$ cat config.mk
export PLATFORM = sky130hd
export DESIGN_NAME = comap_contact_output_mapper
export DESIGN_NICKNAME = d
export VERILOG_FILES = /design/src/pkg/comap_pkg.sv /design/src/comap_contact_output_mapper.sv
export VERILOG_INCLUDE_DIRS = /design/src /design/src/pkg
export SDC_FILE = /design/constraint.sdc
export NUM_CORES = 1
export LEC_CHECK = 0
export ABC_AREA = 1
export BUFFER_PORTS_ARGS = -buffer_cell sky130_fd_sc_hd__buf_2
export CORE_UTILIZATION = 48
export CTS_CLUSTER_DIAMETER = 30
export CTS_CLUSTER_SIZE = 16
export DETAILED_ROUTE_END_ITERATION = 16
export PLACE_DENSITY = 0.93
export SLEW_MARGIN = 20
export SYNTH_ARGS = -nofsm -noshare
export SYNTH_HDL_FRONTEND = slang
export SYNTH_SLANG_ARGS = --single-unit
$ cat constraint.sdc
create_clock -name clk -period 1.9 [get_ports clk]
set_clock_uncertainty 0.05 [all_clocks]
set_input_delay 0.19 -clock clk [delete_from_list [all_inputs] [get_ports clk]]
set_output_delay 0.19 -clock clk [all_outputs]
set_load 0.02 [all_outputs]
$ cat src/pkg/comap_map.svh
/*
  register offsets, field positions and reset values of the
  contact output mapper. assumes inclusion by bare name from the package; rtl sees the macros through it.
*/
`ifndef COMAP_MAP_SVH
`define COMAP_MAP_SVH

// ==========================================================================
// register byte offsets
`define COMAP_OFF_CFG0     12'h000
`define COMAP_OFF_CFG1     12'h004
`define COMAP_OFF_CFG2     12'h008
`define COMAP_OFF_ALMSEL   12'h00C
`define COMAP_OFF_STATUS   12'h010

// ==========================================================================
// config register fields: source select [3:0], polarity bit 8
`define COMAP_SRC_LSB      0
`define COMAP_SRC_MSB      3
`define COMAP_POL_BIT      8

// ==========================================================================
// status register fields
`define COMAP_ST_OUT_LSB   0
`define COMAP_ST_REM_BIT   4
`define COMAP_ST_PWR_BIT   5

// ==========================================================================
// reset values: source code | polarity << 8
`define COMAP_RST_CFG0     32'h0000_0001
`define COMAP_RST_CFG1     32'h0000_0002
`define COMAP_RST_CFG2     32'h0000_0106
`define COMAP_RST_ALMSEL   32'h0000_0000

`endif

$ cat src/pkg/comap_pkg.sv
/*
  types of the contact output mapper: source function codes.
  assumes comap_map.svh sits on the include path.
*/
package comap_pkg;
  `include "comap_map.svh"

  // ========================================================================
  // source function codes
  typedef enum logic [3:0] {
    COMAP_SRC_NONE    = 4'h0,
    COMAP_SRC_RUN     = 4'h1,
    COMAP_SRC_REMOTE  = 4'h2,
    COMAP_SRC_TREADY  = 4'h3,
    COMAP_SRC_HALTALM = 4'h4,
    COMAP_SRC_RUNALM  = 4'h5,
    COMAP_SRC_ANYALM  = 4'h6,
    COMAP_SRC_SELALM  = 4'h7,
    COMAP_SRC_DSTART  = 4'h8,
    COMAP_SRC_DSTOP   = 4'h9,
    COMAP_SRC_RESTART = 4'hA,
    COMAP_SRC_FREEZE  = 4'hB,
    COMAP_SRC_INPUT_ONE_PASSTHRU    = 4'hC,
    COMAP_SRC_INPUT_TWO_PASSTHRU    = 4'hD,
    COMAP_SRC_FILL    = 4'hE
  } comap_src_e;
endpackage

$ cat src/comap_contact_output_mapper.sv
/*
  contact output mapper: three relay contact outputs, each a selectable
  source condition with normally-open or normally-closed polarity, set up
  over an ahb-lite slave. assumes condition inputs from the same clock
  domain except the contact inputs, which come from pins.
*/
// The AHB-Lite interface to the registers and the register addresses were left to the implementer.
// Function
// - three independent contact outputs follow conditions
// - source and polarity per output configurable
// - defaults run NO, remote NO, alarm NC
// - unpowered: all contacts open (code holds them unchanged while clkEn is low)
// - no-function: NO open, NC closed
// - running source asserts while operating
// - remote source follows contact remote mode
// - temperature ready source asserts when ready
// - halting alarm source asserts on stopping alarm
// - running alarm source asserts on continuing alarm
// - any alarm source asserts on alarm
// - chosen alarm source asserts on selected alarm
// - delayed start source asserts when timer set
// - delayed stop source asserts when timer set
// - restart source asserts when recovery enabled
// - freeze source asserts when antifreeze enabled
// - passthrough NO copies contact input
// - passthrough NC inverts contact input
// - filling source asserts during auto filling
// - remote contact input drives remote mode
`timescale 1ns/1ps

module comap_contact_output_mapper
  import comap_pkg::*;
#(
  parameter int NUM_OUT   = 3,
  parameter int ALARM_NUM = 64
) (
  input  wire logic                 clk,
  input  wire logic                 reset,
  input  wire logic                 clkEn,
  // ahb-lite slave
  input  wire logic                 hsel,
  input  wire logic [11:0]          haddr,
  input  wire logic [1:0]           htrans,
  input  wire logic                 hwrite,
  input  wire logic [2:0]           hsize,
  input  wire logic [31:0]          hwdata,
  input  wire logic                 hready,
  output logic      [31:0]          hrdata,
  output logic                      hreadyout,
  output logic                      hresp,
  // product condition inputs, same clock domain
  input  wire logic                 powerGood,
  input  wire logic                 running,
  input  wire logic                 remoteInputMomentary,
  input  wire logic                 tempReady,
  input  wire logic                 haltingFaultSrc,
  input  wire logic                 runningFault,
  input  wire logic                 anyFaultSrc,
  input  wire logic [ALARM_NUM-1:0] alarmActive,
  input  wire logic                 delayedStartSrc,
  input  wire logic                 delayedStopSrc,
  input  wire logic                 restartEnabled,
  input  wire logic                 freezeEnabled,
  input  wire logic                 autoFilling,
  // contact inputs from pins
  input  wire logic                 contactIn1,
  input  wire logic                 contactIn2,
  input  wire logic                 remoteOnInput2,
  // relay drive, 1 = contact closed
  output logic [NUM_OUT-1:0]        contactClosed,
  output logic                      contactRemoteMode
);

  // ========================================================================
  // elaboration checks
  initial begin
    if (NUM_OUT != 3) begin
      $error("comap: exactly three contact outputs are supported");
    end
    if (ALARM_NUM < 2 || ALARM_NUM > 256) begin
      $error("comap: alarm count must lie in 2..256");
    end
  end

  localparam int SELW = $clog2(ALARM_NUM);

  // ========================================================================
  // pin synchronisers: three stages, change counts when 2nd and 3rd agree
  logic [2:0] in1Sync;
  logic [2:0] in2Sync;
  logic       in1Clean;
  logic       in2Clean;

  // shift contact inputs through three flops
  always_ff @(posedge clk or posedge reset) begin
    if (reset) begin
      in1Sync <= 3'h0;
      in2Sync <= 3'h0;
    end else if (clkEn) begin
      in1Sync <= {in1Sync[1:0], contactIn1};
      in2Sync <= {in2Sync[1:0], contactIn2};
    end
  end

  // debounced levels update only when last two stages agree
  always_ff @(posedge clk or posedge reset) begin
    if (reset) begin
      in1Clean <= 1'b0;
      in2Clean <= 1'b0;
    end else if (clkEn) begin
      if (in1Sync[1] == in1Sync[2]) begin
        in1Clean <= in1Sync[2];
      end
      if (in2Sync[1] == in2Sync[2]) begin
        in2Clean <= in2Sync[2];
      end
    end
  end

  // ========================================================================
  // contact remote mode
  logic remoteRequest;
  logic remoteRequestPrev;
  assign remoteRequest = in2Clean & remoteOnInput2;

  // alternate follows level, momentary toggles on input release
  always_ff @(posedge clk or posedge reset) begin
    if (reset) begin
      contactRemoteMode <= 1'b0;
      remoteRequestPrev <= 1'b0;
    end else if (clkEn) begin
      remoteRequestPrev <= remoteRequest;
      if (!remoteOnInput2) begin
        contactRemoteMode <= 1'b0;
      end else if (!remoteInputMomentary) begin
        contactRemoteMode <= remoteRequest;
      end else if (remoteRequestPrev && !remoteRequest) begin
        contactRemoteMode <= ~contactRemoteMode;
      end
    end
  end

  // ========================================================================
  // ahb-lite register bus
  logic [31:0]     cfg [NUM_OUT];
  logic [SELW-1:0] alarmSel;
  logic            wrPend;
  logic [11:0]     wrAddr;
  logic            rdPend;
  logic [11:0]     rdAddr;
  logic            addrPhase;
  assign addrPhase = hsel & hready & htrans[1];

  // capture address phase; zero wait states
  always_ff @(posedge clk or posedge reset) begin
    if (reset) begin
      wrPend <= 1'b0;
      rdPend <= 1'b0;
      wrAddr <= 12'h000;
      rdAddr <= 12'h000;
    end else if (clkEn) begin
      wrPend <= addrPhase & hwrite;
      rdPend <= addrPhase & ~hwrite;
      if (addrPhase) begin
        wrAddr <= haddr;
        rdAddr <= haddr;
      end
    end
  end

  // configuration writes in the data phase
  always_ff @(posedge clk or posedge reset) begin
    if (reset) begin
      cfg[0]   <= `COMAP_RST_CFG0;
      cfg[1]   <= `COMAP_RST_CFG1;
      cfg[2]   <= `COMAP_RST_CFG2;
      alarmSel <= SELW'(`COMAP_RST_ALMSEL);
    end else if (clkEn && wrPend) begin
      unique case (wrAddr)
        `COMAP_OFF_CFG0:   cfg[0]   <= hwdata;
        `COMAP_OFF_CFG1:   cfg[1]   <= hwdata;
        `COMAP_OFF_CFG2:   cfg[2]   <= hwdata;
        `COMAP_OFF_ALMSEL: alarmSel <= hwdata[SELW-1:0];
        default: ;
      endcase
    end
  end

  // read mux, reserved bits and unmapped addresses read zero
  logic [31:0] next_hrdata;
  always_comb begin
    next_hrdata = 32'h0000_0000;
    unique case (haddr)
      `COMAP_OFF_CFG0:   next_hrdata = cfg[0] & 32'h0000_010F;
      `COMAP_OFF_CFG1:   next_hrdata = cfg[1] & 32'h0000_010F;
      `COMAP_OFF_CFG2:   next_hrdata = cfg[2] & 32'h0000_010F;
      `COMAP_OFF_ALMSEL: next_hrdata = 32'(alarmSel);
      `COMAP_OFF_STATUS: begin
        next_hrdata[`COMAP_ST_OUT_LSB +: 3] = contactClosed;
        next_hrdata[`COMAP_ST_REM_BIT]      = contactRemoteMode;
        next_hrdata[`COMAP_ST_PWR_BIT]      = powerGood;
      end
      default: next_hrdata = 32'h0000_0000;
    endcase
  end

  // read data registered at the address phase edge
  always_ff @(posedge clk or posedge reset) begin
    if (reset) begin
      hrdata <= 32'h0000_0000;
    end else if (clkEn && addrPhase && !hwrite) begin
      hrdata <= next_hrdata;
    end
  end

  // always ready, always okay
  always_ff @(posedge clk or posedge reset) begin
    if (reset) begin
      hreadyout <= 1'b1;
      hresp     <= 1'b0;
    end else if (clkEn) begin
      hreadyout <= 1'b1;
      hresp     <= 1'b0;
    end
  end

  // ========================================================================
  // per output source mux, polarity and relay register
  logic selectedAlarm;
  assign selectedAlarm = alarmActive[alarmSel];

  genvar g;
  generate
    for (g = 0; g < NUM_OUT; g++) begin : gOut
      comap_src_e src;
      logic       polNc;
      logic       cond;
      assign src   = comap_src_e'(cfg[g][`COMAP_SRC_MSB:`COMAP_SRC_LSB]);
      assign polNc = cfg[g][`COMAP_POL_BIT];

      // select source condition
      always_comb begin
        cond = 1'b0;
        unique case (src)
          COMAP_SRC_NONE:    cond = 1'b0;
          COMAP_SRC_RUN:     cond = running;
          COMAP_SRC_REMOTE:  cond = contactRemoteMode;
          COMAP_SRC_TREADY:  cond = tempReady;
          COMAP_SRC_HALTALM: cond = haltingFaultSrc;
          COMAP_SRC_RUNALM:  cond = runningFault;
          COMAP_SRC_ANYALM:  cond = anyFaultSrc;
          COMAP_SRC_SELALM:  cond = selectedAlarm;
          COMAP_SRC_DSTART:  cond = delayedStartSrc;
          COMAP_SRC_DSTOP:   cond = delayedStopSrc;
          COMAP_SRC_RESTART: cond = restartEnabled;
          COMAP_SRC_FREEZE:  cond = freezeEnabled;
          COMAP_SRC_INPUT_ONE_PASSTHRU:    cond = in1Clean;
          COMAP_SRC_INPUT_TWO_PASSTHRU:    cond = in2Clean;
          COMAP_SRC_FILL:    cond = autoFilling;
          default:           cond = 1'b0;               // code 4'hF unused
        endcase
      end

      // relay drive: condition xor polarity, forced open without power on clocks with clkEn high
      always_ff @(posedge clk or posedge reset) begin
        if (reset) begin
          contactClosed[g] <= 1'b0;
        end else if (clkEn) begin
          contactClosed[g] <= powerGood & (cond ^ polNc);
        end
      end
    end
  endgenerate

endmodule // comap_contact_output_mapper

Word-level counts from Yosys, hierarchy flattened:

Index checks and enable logic that the tools add are counted.

* register bits after elaboration: 91
* input bits: 134
* output and inout port bits: 38
* logic and storage cells: 108

* magnitude comparators: 1
* eq/ne operators: 52
* mux-type cells: 12
* bitwise operators: 11
* reduce and logical (&&, ||, !) cells: 16

Operators with widths (number)
* 4-bit == test (second input constant): 21
* 12-bit by 4-bit == test with 1-bit output (second input constant): 4
* 4-bit by 3-bit == test with 1-bit output (second input constant): 12
* 1-bit one-hot mux with 14 select lines: 3
* 12-bit by 3-bit == test with 1-bit output (second input constant): 2
* 4-bit by 2-bit == test with 1-bit output (second input constant): 6
* 12-bit logical NOT: 2
* 2-bit AND reduction: 8
* 3-bit one-hot mux with 5 select lines: 1
* 12-bit by 5-bit == test with 1-bit output (second input constant): 1
* 4-bit by 1-bit == test with 1-bit output (second input constant): 3
* 3-bit one-hot mux with 3 select lines: 1
* 1-bit AND: 7
* 6-bit by 7-bit less-than comparator with 1-bit output (second input constant): 1
* 1-bit binary-select mux with 6-bit select: 1
* 1-bit logical AND: 4
* 1-bit 2-to-1 mux: 4
* 1-bit one-hot mux with 4 select lines: 1
* 2-bit one-hot mux with 2 select lines: 1
* 3-bit by 2-bit != test with 1-bit output (second input constant): 1
* 1-bit XOR: 3
* 1-bit == test: 2
* 1-bit logical NOT: 2
* 1-bit NOT: 1

Longest topological paths before layout:

Gate-level depths: netlist of the first run.

* depth after elaboration: 6
* gate-level depth with buffers: 16
* mapped depth without buffers: 14

Least setup slack after synthesis of the first run:

Ideal clock, no wire load.

* kind: reg-to-reg
* start: reg alarmSel[0]
* end: reg contactClosed[0]
* setup time: 117 ps
* arrival: 1394 ps
* required time: 1733 ps
* slack: 338 ps
* cell stages (with the launch flop): 17
* path buffers: 2
* period minus slack after synthesis: 1562 ps
* cell sequence: dfrtp_1 -> buf_6 -> inv_6 -> buf_6 -> nand2_1 -> nand3_1 -> nand3_1 -> nand2_1 -> nand2_1 -> nand3_1 -> nand3_1 -> nand2_1 -> nand2_1 -> nand2_1 -> nand2_1 -> nand3_1 -> nand2_1

* longest elaborated chain between the ends: 5

Ends and longest elaborated chain
* start: declaration: RTL line comap_contact_output_mapper.sv:146 `logic [SELW-1:0] alarmSel;`
* start signal: assignment: RTL line comap_contact_output_mapper.sv:177 `` alarmSel <= SELW'(`COMAP_RST_ALMSEL); ``
* start signal: assignment: RTL line comap_contact_output_mapper.sv:183 `` `COMAP_OFF_ALMSEL: alarmSel <= hwdata[SELW-1:0]; ``
* 1-bit binary-select mux with 6-bit select: RTL line comap_contact_output_mapper.sv:230 `assign selectedAlarm = alarmActive[alarmSel];`
* 1-bit 2-to-1 mux (not written as such): RTL line comap_contact_output_mapper.sv:230
* 1-bit one-hot mux with 14 select lines: RTL line comap_contact_output_mapper.sv:244 `unique case (src)`
* 1-bit XOR: RTL line comap_contact_output_mapper.sv:269 `contactClosed[g] <= powerGood & (cond ^ polNc);`
* 1-bit AND: RTL line comap_contact_output_mapper.sv:269
* end signal: indexed assignment: RTL line comap_contact_output_mapper.sv:269
* end: declaration: RTL line comap_contact_output_mapper.sv:70 `output logic [NUM_OUT-1:0] contactClosed,`

Every way passes these cells. The select of a mux whose other input is x is not followed.
A chain may end at the register's enable or synchronous reset.

Worst setup path after layout of the first run:

* start: reg cfg[64] in the netlist's numbering
* end: reg contactClosed[0]

* longest elaborated chain between the ends: 4
* elaborated cells between the ends (all ways): 17
* classes of those cells: eq/ne (14); mux (1); bitwise (2)

Ends and longest elaborated chain
* start: declaration: RTL line comap_contact_output_mapper.sv:145 `logic [31:0] cfg [NUM_OUT];`
* 4-bit == test, or another cell as far along: RTL line comap_contact_output_mapper.sv:244
* 1-bit one-hot mux with 14 select lines (*): RTL line comap_contact_output_mapper.sv:244
* 1-bit XOR (*): RTL line comap_contact_output_mapper.sv:269
* 1-bit AND (*): RTL line comap_contact_output_mapper.sv:269

Every way passes the cells marked *; elsewhere a longest branch is shown, timed or not.

==> metrics.yaml, run 1 <==
synth:
  synth_seq_cells: 54
  syn_area_um2: 3697
  avgSynthCellArea_um2: 6.698
  yosys_warnings: 0
  synth_cells: 552
  ys_types: 31
  ys_seq_area_share_pct: 36.72
finish:
  drive_gt1_share_pct: 22.69
  finalNonFillerCells: 769
  postLayoutCoreUtil_pct: 60.23
  area_growth_pct: 19.42
  multi_input_area_um2: 1918
  final_nets: 803
  diodes: 0
  sequential_cell_area_um2: 1359
  fillers: 700
worst_setup_path:
  worstPathRequired_ns: 2.06
  crit_path_end_kind: "flop"
  r2r-end: "contactClosed[0]$_DFFE_PP0P_"
  cp-start-kind: "flop"
  worstReg2RegStart: "cfg[64]$_DFFE_PP1P_"
  path_class: "flop to flop"
  critical_path.max_fanout: 6
  arrival_ns: 1.94
  rrSetupSlack_ns: 0.12
  r2r_cells: 11
clocking:
  cts_root_buffer: "clkbuf_8"
  clock_sinks: 54
  clockBufferDepth: 2
  clk_pin_slew_ns: 0.10
  cts_made_buffers: 5
  tritoncts: "done"
  htree_num_levels: 2
  clk_latency_ns: 0.31
power_and_ir_drop:
  peakVddDrop_mv: 0.4666
  power.leakage_nw: 2.318
  power.density_nw_per_um2: 608.2
routing:
  vias: 4090
  viasPerCell: 5.319
  wl_per_cell_um: 13.16
  post-route-drc-count: 0
  drt_pre_antenna_iters: 6
  drtIter0Drc: 258
  routed_wl_mm: 10.12
  detail-route-antenna-nets: 0
worst_hold_path:
  worstHoldStart: "contactIn1"
  min_to: "in1Sync[0]$_DFFE_PP0P_"
  hp-class: "primary input to flop"
  holdPathStages: 3
sta:
  tns_ns: 0
  slew_viol_final: 0
  setup_viol: 0
  rsz0062_at_grt: "true"
  fmax_mhz: 560.6
  hold_viol_final: 0
  fin_hold_ws_ns: 0.02223
  fin_crit_sh_pct: 93.89
  layout_min_cycle_time_ns: 1.784
floorplanning:
  core_um2: 7331
  io_pins: 172
  start_util_pct: 50.44
  dieArea_um2: 8058
  dieHeight_um: 89.77
  row_count: 31
  die_w_um: 89.77
placement:
  dp_hpwl_mm: 8.034
  numPortBuffers: 115
  gp_congestion: 0.8822
  dp.cells: 759
status:
  status: "completed"
grt:
  antenna_found_initial: 0
  grt_pass1_wl_mm: 17.26
  grt_pass1_vias: 3764
  gr-total-overflow: 0
  track_usage_pct: 25.98
  grt_max_degree: 34
job:
  cap_violations: 0
==> critical path: stages, from the launching register on <==
cell and delay [ns]:
dfstp_2 0.60, inv_1 0.09, nand2_1 0.09, inv_1 0.07, nand2_1 0.06, nand2_1 0.04, a21oi_1 0.13, o21ai_0 0.10
nor2_1 0.20, nand3_1 0.10, nand3_1 0.09, nand2_1 0.05
==> sequential cells by signal, indices dropped and copies added, names as in the netlist <==
register,count
alarmSel,6
cfg,15
contactClosed,3
contactRemoteMode,1
hrdata,7
in1Clean,1
in1Sync,3
in2Clean,1
in2Sync,3
remoteRequestPrev,1
wrAddr,12
wrPend,1
==> stage by stage <==
stage | power (W) | setup WS (ns) | cell area [µm²]
3_3_place_gp | 0.001883 | 0.1209 | 4265
6_report | 0.002686 | 0.1162 | 4415
5_1_grt | 0.002837 | -0.06576 | 4415
2_1_floorplan | 0.001713 | 0.3384 | 3791
3_5_place_dp | 0.001904 | 0.05374 | 4265
4_1_cts | 0.002698 | 0.03718 | 4393
==> logic make-up (layout without fill, tap and decap cells) <==
kind of cell	Yosys count	in the layout	share of synthesized area [%]
AOI/OAI and AO/OA	68	68	10.73
buffers and inverters	97	190	14.35
DFF	54	54	36.72
muxes	2	2	0.6091
other	2	27	0.2031
and+or+nand+nor	329	329	37.39
==> area by class of cell <==
type | instances | share of cell area, %
clock buffers | 5 | 1.559
clock inverters | 3 | 1.105
inverters | 54 | 4.761
multi-input cells | 426 | 43.44
flip-flops and latches | 54 | 30.77
well taps | 99 | 2.805
repair buffers | 127 | 15.42
repair inverters | 1 | 0.1417
==> how the worst max path moves through the flow <==
stage | start | endpoint | slack, ns | depth (start not counted)
4_1_cts | alarmSel[0]$_DFFE_PP0P_ | contactClosed[0]$_DFFE_PP0P_ | 0.04 | 14
3_3_place_gp | alarmSel[0]$_DFFE_PP0P_ | contactClosed[0]$_DFFE_PP0P_ | 0.12 | 14
5_1_grt | alarmSel[0]$_DFFE_PP0P_ | contactClosed[0]$_DFFE_PP0P_ | -0.07 | 14
6_report | cfg[64]$_DFFE_PP1P_ | contactClosed[0]$_DFFE_PP0P_ | 0.12 | 11
2_1_floorplan | alarmSel[0]$_DFFE_PP0P_ | contactClosed[0]$_DFFE_PP0P_ | 0.34 | 16
3_5_place_dp | alarmSel[0]$_DFFE_PP0P_ | contactClosed[0]$_DFFE_PP0P_ | 0.05 | 14
==> metal layers <==
metal	global-route usage [%]	up-vias	part of all wire, %
met5	0	-	0
met4	9.699	0	3.0
met3	3.384	27	7.2
met2	44.17	198	48
met1	33.73	1886	42
li1	-	1979	-
==> power breakdown <==
group          leakage [nW]  internal, W  switching, W
Combinational          1.57     0.000217      0.000327
Clock                0.0563     0.000402      0.000395
Sequential            0.693      0.00126     0.0000856
Total                  2.32      0.00188      0.000808
==> cells in the mapped netlist <==
cell type	instances	area [µm²]
dfrtp_1	49	1226
buf_6	5	56.30
o22ai_1	11	68.82
nand3_2	1	10.01
nor3_2	2	20.02
nand4_1	4	25.02
buf_2	1	5.000
a31oi_1	3	18.77
mux2_1	2	22.52
a211oi_1	2	15.01
clkbuf_1	5	18.77
conb_1	2	7.510
o21a_1	3	22.52
a21oi_1	4	20.02
clkinv_1	1	3.750
nand3_1	84	420.4
o32a_1	2	20.02
o211ai_1	2	15.01
a22o_1	1	8.760
nor3_1	3	15.01
inv_1	51	191.4
inv_4	1	6.260
o221ai_1	2	17.52
nor4_1	3	18.77
nand2_1	206	773.2
buf_4	32	240.2
nor2_1	25	93.84
inv_6	1	8.760
dfstp_2	5	131.4
or2_2	1	6.260
o21ai_0	38	190.2
==> what timing repair did <==
item                                    4_1_cts  5_1_grt
endpoints found under the setup margin        0        3
hold buffers                                  1        0
setup buffers                                 0        0
gates resized for setup                       0        7
endpoints found under the hold margin        18        0
==> cell usage in the layout, fill, tap and decap left out, types with 5 or more instances in the layout <==
cell type	n
buf_2	115
dfrtp_1	48
o22ai_1	11
conb_1	27
clkbuf_8	5
nand3_1	84
inv_1	50
nand2_1	205
nor2_1	24
o21ai_0	38
buf_4	10
dfstp_2	5
No activity file was read; power rests on OpenSTA's default activity.
==> run 2: changes to the inputs <==
- CORE_MARGIN: not set -> 2
- REMOVE_ABC_BUFFERS: not set -> 1
==> run 2 against run 1 <==
  * Final cell count stayed put
  * Total power up 5.3%
  * Critical path depth rose by 3
  * Routed wire length rose by 1.7%
  * First-iteration DRC count increased by 22%
  * Sequential share of layout area shrank 0.19 points
  * Critical endpoint unchanged
  * Highest routed layer unchanged
==> metrics.yaml, run 2 (synthesis results as in run 1) <==
status:
  status: "completed"  # unchanged
worst_setup_path:
  path_class: "flop to flop"  # unchanged
  worstPathRequired_ns: 2.06  # about the same
  cp_cell_sequence: "buf_12, nand2_1, nand3_1, nand3_1, nand2_1, nand2_1, nand3_1, nand3_1, nand2_2, nand2_1, nand2_1, nand2_1, nand3_1, nand2_1"  # was inv_1, nand2_1, inv_1, nand2_1, nand2_1, a21oi_1, o21ai_0, nor2_1, nand3_1, nand3_1, nand2_1
  crit_path_end_kind: "flop"  # unchanged
  arrival_ns: 1.98  # was 1.94 ns
  slowest_delay_ns: 0.48  # was 0.60 ns
  rrSetupSlack_ns: 0.08  # was 0.12 ns
  critical_path.max_fanout: 20  # was 6
  critPathBufInv: 1  # was 2
  crit_slowest_cell: "dfrtp_2"  # was dfstp_2
  cpLargestDelayFamily: "simple AND/OR/NAND/NOR gates"  # unchanged
  cp-start-kind: "flop"  # unchanged
  cpMostUsedCell: "nand2_1"  # unchanged
floorplanning:
  row_count: 32  # was 31
  core_um2: 7607  # was 7331 µm²
  dieHeight_um: 91.77  # was 89.77 µm
  start_util_pct: 48.60  # was 50.44%
  dieArea_um2: 8421  # was 8058 µm²
  io_pins: 172  # unchanged
  die_w_um: 91.77  # was 89.77 µm
grt:
  grt_pass1_wl_mm: 16.39  # was 17.26 mm
  top_usage_layer: "met2"  # unchanged
  gr-usage-met2_pct: 40.44  # was 44.17%
  antenna_found_initial: 0  # unchanged
  track_usage_pct: 24.06  # was 25.98%
  grt_pass1_vias: 3655  # was 3764
  gr-total-overflow: 0  # unchanged
  grt_max_degree: 55  # was 34
  use_met1_pct: 30.41  # was 33.73%
  met3_usage_pct: 4.766  # was 3.384%
routing:
  vias: 4039  # was 4090
  wl_per_cell_um: 13.39  # was 13.16 µm
  routed_wl_mm: 10.30  # was 10.12 mm
  drtIter0Drc: 316  # was 258
  post-route-drc-count: 0  # unchanged
  drt_pre_antenna_iters: 6  # unchanged
  viasPerCell: 5.252  # was 5.319
  detail-route-antenna-nets: 0  # unchanged
sta:
  layout_min_cycle_time_ns: 1.819  # was 1.784 ns
  fmax_mhz: 549.8  # was 560.6 MHz
  setup_viol: 0  # unchanged
  rsz0062_at_grt: "true"  # unchanged
  slew_viol_final: 0  # unchanged
  fin_crit_sh_pct: 95.72  # was 93.89%
  hold_viol_final: 0  # unchanged
  worst_slack_ns: 0.08129  # was 0.1162 ns
power_and_ir_drop:
  peakVddDrop_mv: 0.4519  # was 0.4666 mV
  power_w: 0.002828  # was 0.002686 W
  power.density_nw_per_um2: 635.9  # was 608.2 nW/µm²
  power.leakage_nw: 2.322  # was 2.318 nW
placement:
  dp_hpwl_mm: 7.789  # was 8.034 mm
  dpl_cell_area_um2: 4247  # was 4265 µm²
  numPortBuffers: 115  # unchanged
  preCtsSetupSlack_ns: 0.04946  # was 0.05374 ns
  gp_congestion: 1.026  # was 0.8822
finish:
  reg_top3: "cfg x15, wrAddr x12, hrdata x7"  # unchanged
  drive_gt1_share_pct: 22.64  # was 22.69%
  fillers: 705  # was 700
  finish.instance_area_um2: 4447  # was 4415 µm²
  diodes: 0  # unchanged
  top_register: "cfg"  # unchanged
  area_growth_pct: 20.27  # was 19.42%
  final_nets: 800  # was 803
  mostFrequentLayoutCells: "205 x nand2_1, 115 x buf_2, 81 x nand3_1, 50 x inv_1, 47 x dfrtp_1"  # was 205 x nand2_1, 115 x buf_2, 84 x nand3_1, 50 x inv_1, 48 x dfrtp_1
  postLayoutCoreUtil_pct: 58.45  # was 60.23%
  final_common_cell: "nand2_1"  # unchanged
  largest_reg_flops: 15  # unchanged
clocking:
  clk_latency_ns: 0.31  # about the same
  htree_num_levels: 2  # unchanged
  clk_pin_slew_ns: 0.09  # was 0.10 ns
  cts_root_buffer: "clkbuf_8"  # unchanged
  tritoncts: "done"  # unchanged
  clock_sinks: 54  # unchanged
  clockBufferDepth: 2  # unchanged
  cts_made_buffers: 5  # unchanged
worst_hold_path:
  hp-class: "primary input to flop"  # unchanged
job:
  cap_violations: 0  # unchanged
run 2: through the flow:
step | setup TNS, ns | hold WS, ns | instances
2_1_floorplan | -0.3191 | 0.2496 | 534
3_3_place_gp | 0 | 0.2069 | 759
3_5_place_dp | 0 | 0.2132 | 759
4_1_cts | 0 | 0.02597 | 768
5_1_grt | -0.05361 | 0.03236 | 769
6_report | 0 | 0.02808 | 769
run 2: power breakdown:
| group | switching, W | internal [W] | leakage, nW |
|---|---|---|---|
| Sequential | 0.0000814 | 0.00126 | 0.691 |
| Clock | 0.000371 | 0.000562 | 0.0714 |
| Combinational | 0.000336 | 0.000218 | 1.56 |
run 2: worst paths after layout:
kind                                               from  depth (start not counted)                            to
worst max-delay path            alarmSel[0]$_DFFE_PP0P_                         14  contactClosed[0]$_DFFE_PP0P_
worst min-delay path                         contactIn2                          3        in2Sync[0]$_DFFE_PP0P_
worst max register to register  alarmSel[0]$_DFFE_PP0P_                         14  contactClosed[0]$_DFFE_PP0P_
worst min register to register   in2Sync[1]$_DFFE_PP0P_                          2        in2Sync[1]$_DFFE_PP0P_
max in group asynchronous                         reset                          4           cfg[64]$_DFFE_PP1P_
min in group asynchronous                         reset                          4         hrdata[1]$_DFFE_PP0P_
run 2: metal layers:
layer	vias up	routed length [µm]	part of all wire, %
li1	1969	-	-
met1	1857	4289	42
met2	187	5013	49
met3	26	728	7.1
met4	0	265	2.6
met5	-	0	0
run 2: cell type report:
class                      count  area [µm²]  area share [%]
clock buffer                   6       82.58           1.857
tap                          102       127.6           2.870
timing repair buffer         124       674.4           15.17
sequential                    54        1360           30.59
inverter                      54       210.2           4.727
multi-input combinational    426        1926           43.30
timing repair inverter         1       6.256          0.1407
clock inverter                 2       60.06           1.351
run 2: what timing repair did:
item                       CTS  global route
setup endpoints to repair    0             4
hold buffers                 1             0
gates resized for setup      0            13
setup buffers                0             0
hold endpoints to repair    49             0
run 2: worst register-to-register path, stage by stage (launching register included):
cell,delay [ns]
dfrtp_2,0.48
buf_12,0.17
nand2_1,0.06
nand3_1,0.10
nand3_1,0.08
nand2_1,0.09
nand2_1,0.05
nand3_1,0.09
nand3_1,0.10
nand2_2,0.12
nand2_1,0.09
nand2_1,0.08
nand2_1,0.05
nand3_1,0.07
nand2_1,0.05
==> run 3: changes to the inputs <==
- CORE_UTILIZATION: 48 -> 43
- PLACE_DENSITY: 0.93 -> 0.89
- clock period: 1.9 -> 1.65 ns (I/O delays scaled with it)
==> run 3 against run 2 <==
  * Sequential power up 16%
  * The flow now finishes with violations (setup timing)
  * Design area up 14%
  * Via count increased by 8.5%
  * Setup slack got worse by 0.28 ns
  * Final cell count rose by 6.2%
  * Register-to-register slack got worse by 0.28 ns
  * Core utilization up 2.7 points
  * Largest power group unchanged
  * Highest routed layer unchanged
  * Global-route usage is 1.6 points lower
  * Routed wire length increased by 15%
  * Die area increased by 11%
  * Combinational power grew 37%
==> metrics.yaml, run 3 (synthesis results as in run 1) <==
worst_setup_path:
  slowest_delay_ns: 0.45  # was 0.48 ns
  crit_start: "alarmSel[0]$_DFFE_PP0P_"  # unchanged
  path_class: "flop to flop"  # unchanged
  r2r_cells: 15  # was 14
  cp-start-kind: "flop"  # unchanged
  crit_slowest_cell: "dfrtp_2"  # unchanged
  cp_cell_sequence: "buf_12, clkinv_8, nand2_1, nand3_1, nand3_2, nand2_1, nand2_1, nand3_2, nand3_2, nand2_4, nand2_1, nand2_1, nand2_1, nand3_1, nand2_1"  # was buf_12, nand2_1, nand3_1, nand3_1, nand2_1, nand2_1, nand3_1, nand3_1, nand2_2, nand2_1, nand2_1, nand2_1, nand3_1, nand2_1
  cpLargestDelayFamily: "simple AND/OR/NAND/NOR gates"  # unchanged
  endpoint: "contactClosed[2]$_DFFE_PP0P_"  # was contactClosed[0]$_DFFE_PP0P_
  worstReg2RegStart: "alarmSel[0]$_DFFE_PP0P_"  # unchanged
  critical_path.max_fanout: 16  # was 20
  worstPathRequired_ns: 1.81  # was 2.06 ns
  cp.depth: 15  # was 14
  crit_path_end_kind: "flop"  # unchanged
  cpMostUsedCell: "nand2_1"  # unchanged
  arrival_ns: 2.02  # was 1.98 ns
  critPathBufInv: 2  # was 1
  r2r-end: "contactClosed[2]$_DFFE_PP0P_"  # was contactClosed[0]$_DFFE_PP0P_
  rrSetupSlack_ns: -0.20  # was 0.08 ns
power_and_ir_drop:
  power_w: 0.003076  # was 0.002828 W
  switching_share_pct: 32.89  # was 27.91%
  intPower_w: 0.002064  # was 0.002038 W
  p_switching_w: 0.001011  # was 0.0007893 W
  clkPwrFrac_pct: 24.9  # was 33.0%
  peakVddDrop_mv: 0.4727  # was 0.4519 mV
  power.density_nw_per_um2: 608.7  # was 635.9 nW/µm²
  power.leakage_nw: 2.613  # was 2.322 nW
  share_comb_of_total_power_pct: 24.7  # was 19.6%
  seqPwrFrac_pct: 50.4  # was 47.4%
clocking:
  clk_pin_slew_ns: 0.11  # was 0.09 ns
  clockBufferDepth: 2  # unchanged
  clock_sinks: 54  # unchanged
  tritoncts: "done"  # unchanged
  cts_root_buffer: "clkbuf_8"  # unchanged
  htree_num_levels: 2  # unchanged
  clk_latency_ns: 0.32  # was 0.31 ns
  cts_made_buffers: 5  # unchanged
sta:
  slew_headroom_pct: 66.96
  slew_viol_final: 0  # unchanged
  rsz0062_at_grt: "true"  # unchanged
  fin_crit_sh_pct: 112.2  # was 95.72%
  hold_viol_final: 0  # unchanged
  worst_slack_ns: -0.2018  # was 0.08129 ns
  setup_viol: 3  # was 0
  layout_min_cycle_time_ns: 1.852  # was 1.819 ns
  tns_ns: -0.5313  # was 0 ns
  fmax_mhz: 540.0  # was 549.8 MHz
  fin_hold_ws_ns: 0.005503  # was 0.02808 ns
  tightest_slew_ns: 0.4910
finish:
  diodes: 0  # unchanged
  mostFrequentLayoutCells: "189 x nand2_1, 115 x buf_2, 67 x nand3_1, 50 x inv_1, 48 x dfrtp_1"  # was 205 x nand2_1, 115 x buf_2, 81 x nand3_1, 50 x inv_1, 47 x dfrtp_1
  top_register: "cfg"  # unchanged
  final_nets: 845  # was 800
  area_growth_pct: 36.65  # was 20.27%
  largest_reg_flops: 15  # unchanged
  postLayoutCoreUtil_pct: 61.18  # was 58.45%
  finish.instance_area_um2: 5052  # was 4447 µm²
  final_common_cell: "nand2_1"  # unchanged
  reg_top3: "cfg x15, wrAddr x12, hrdata x7"  # unchanged
  drive_gt1_share_pct: 32.02  # was 22.64%
grt:
  grt_pass1_wl_mm: 17.81  # was 16.39 mm
  track_usage_pct: 22.45  # was 24.06%
  gr-total-overflow: 0  # unchanged
  grt_pass1_vias: 3994  # was 3655
  antenna_found_initial: 0  # unchanged
  grt_max_degree: 21  # was 55
routing:
  routed_wl_mm: 11.83  # was 10.30 mm
  drtIter0Drc: 449  # was 316
  wl_per_cell_um: 14.47  # was 13.39 µm
  post-route-drc-count: 0  # unchanged
  detail-route-antenna-nets: 0  # unchanged
  vias: 4381  # was 4039
  viasPerCell: 5.362  # was 5.252
  drt_pre_antenna_iters: 5  # was 6
placement:
  dp_hpwl_mm: 8.112  # was 7.789 mm
  numPortBuffers: 115  # unchanged
  dpl_cell_area_um2: 4466  # was 4247 µm²
  gp_congestion: 0.9977  # was 1.026
floorplanning:
  dieArea_um2: 9356  # was 8421 µm²
  start_util_pct: 44.77  # was 48.60%
  core_um2: 8258  # was 7607 µm²
  dieHeight_um: 96.73  # was 91.77 µm
  row_count: 33  # was 32
  io_pins: 172  # unchanged
  die_w_um: 96.73  # was 91.77 µm
status:
  status: "finished, violations left"  # was completed
  violations: "setup timing"
worst_hold_path:
  worstHoldStart: "haddr[1]"  # was contactIn2
  hp-class: "primary input to flop"  # unchanged
job:
  cap_violations: 0  # unchanged
## run 3: per-layer routing
layer  track usage [%]  routed length (µm)  vias up
met5                 0                   0        -
met4             6.501                 433        0
met3             4.191                1120       44
met2             37.82                5726      267
met1             29.55                4546     2004
li1                  -                   -     2066
## run 3: how the worst min path moves through the flow
stage / slack, ns / cells past startpoint / endpoint
6_report: 0.006 / 3 / wrAddr[1]$_DFFE_PP0P_
5_1_grt: 0.006 / 3 / wrAddr[8]$_DFFE_PP0P_
4_1_cts: 0.009 / 3 / wrAddr[8]$_DFFE_PP0P_
3_5_place_dp: 0.15 / 2 / in1Sync[0]$_DFFE_PP0P_
3_3_place_gp: 0.15 / 2 / wrAddr[1]$_DFFE_PP0P_
2_1_floorplan: 0.22 / 2 / wrAddr[0]$_DFFE_PP0P_
## run 3: worst reg2reg max path, delay by kind of cell, from the launching register on
| family | cells | cell delay (ns) |
|---|---|---|
| buffers and inverters | 2 | 0.28 |
| DFF | 1 | 0.45 |
| and+or+nand+nor | 13 | 0.97 |
## run 3: what timing repair did
item	4_1_cts	5_1_grt
pin swaps	1	36
buffers inserted	3	5
hold buffers	4	0
endpoints found under the setup margin	4	23
endpoints found under the hold margin	18	0
resized for setup	12	78
cloned	4	4
## run 3: power groups by stage
stage / logic (W) / registers [W] / clock network (W)
3_5_place_dp: 0.000669 / 0.00156 / 0
5_1_grt: 0.000840 / 0.00156 / 0.000832
2_1_floorplan: 0.000328 / 0.00159 / 0
4_1_cts: 0.000688 / 0.00154 / 0.000765
6_report: 0.000759 / 0.00155 / 0.000767
3_3_place_gp: 0.000655 / 0.00156 / 0
## run 3: layout make-up
cell class / instances / area, µm²
Fill cell: 698 / 3206
Multi-Input combinational cell: 427 / 2125
Sequential cell: 54 / 1359
Timing Repair Buffer: 167 / 1097
Inverter: 54 / 221.5
Tap cell: 105 / 131.4
Clock buffer: 6 / 72.57
Timing Repair inverter: 2 / 32.53
Clock inverter: 2 / 13.76
## run 3: per-stage QoR
stage	cells	setup WS (ns)
final	817	-0.2018
after detailed placement	789	-0.1953
after CTS	808	-0.1035
after floorplan	534	-0.3587
after global placement	789	-0.1437
after global routing	817	-0.2994
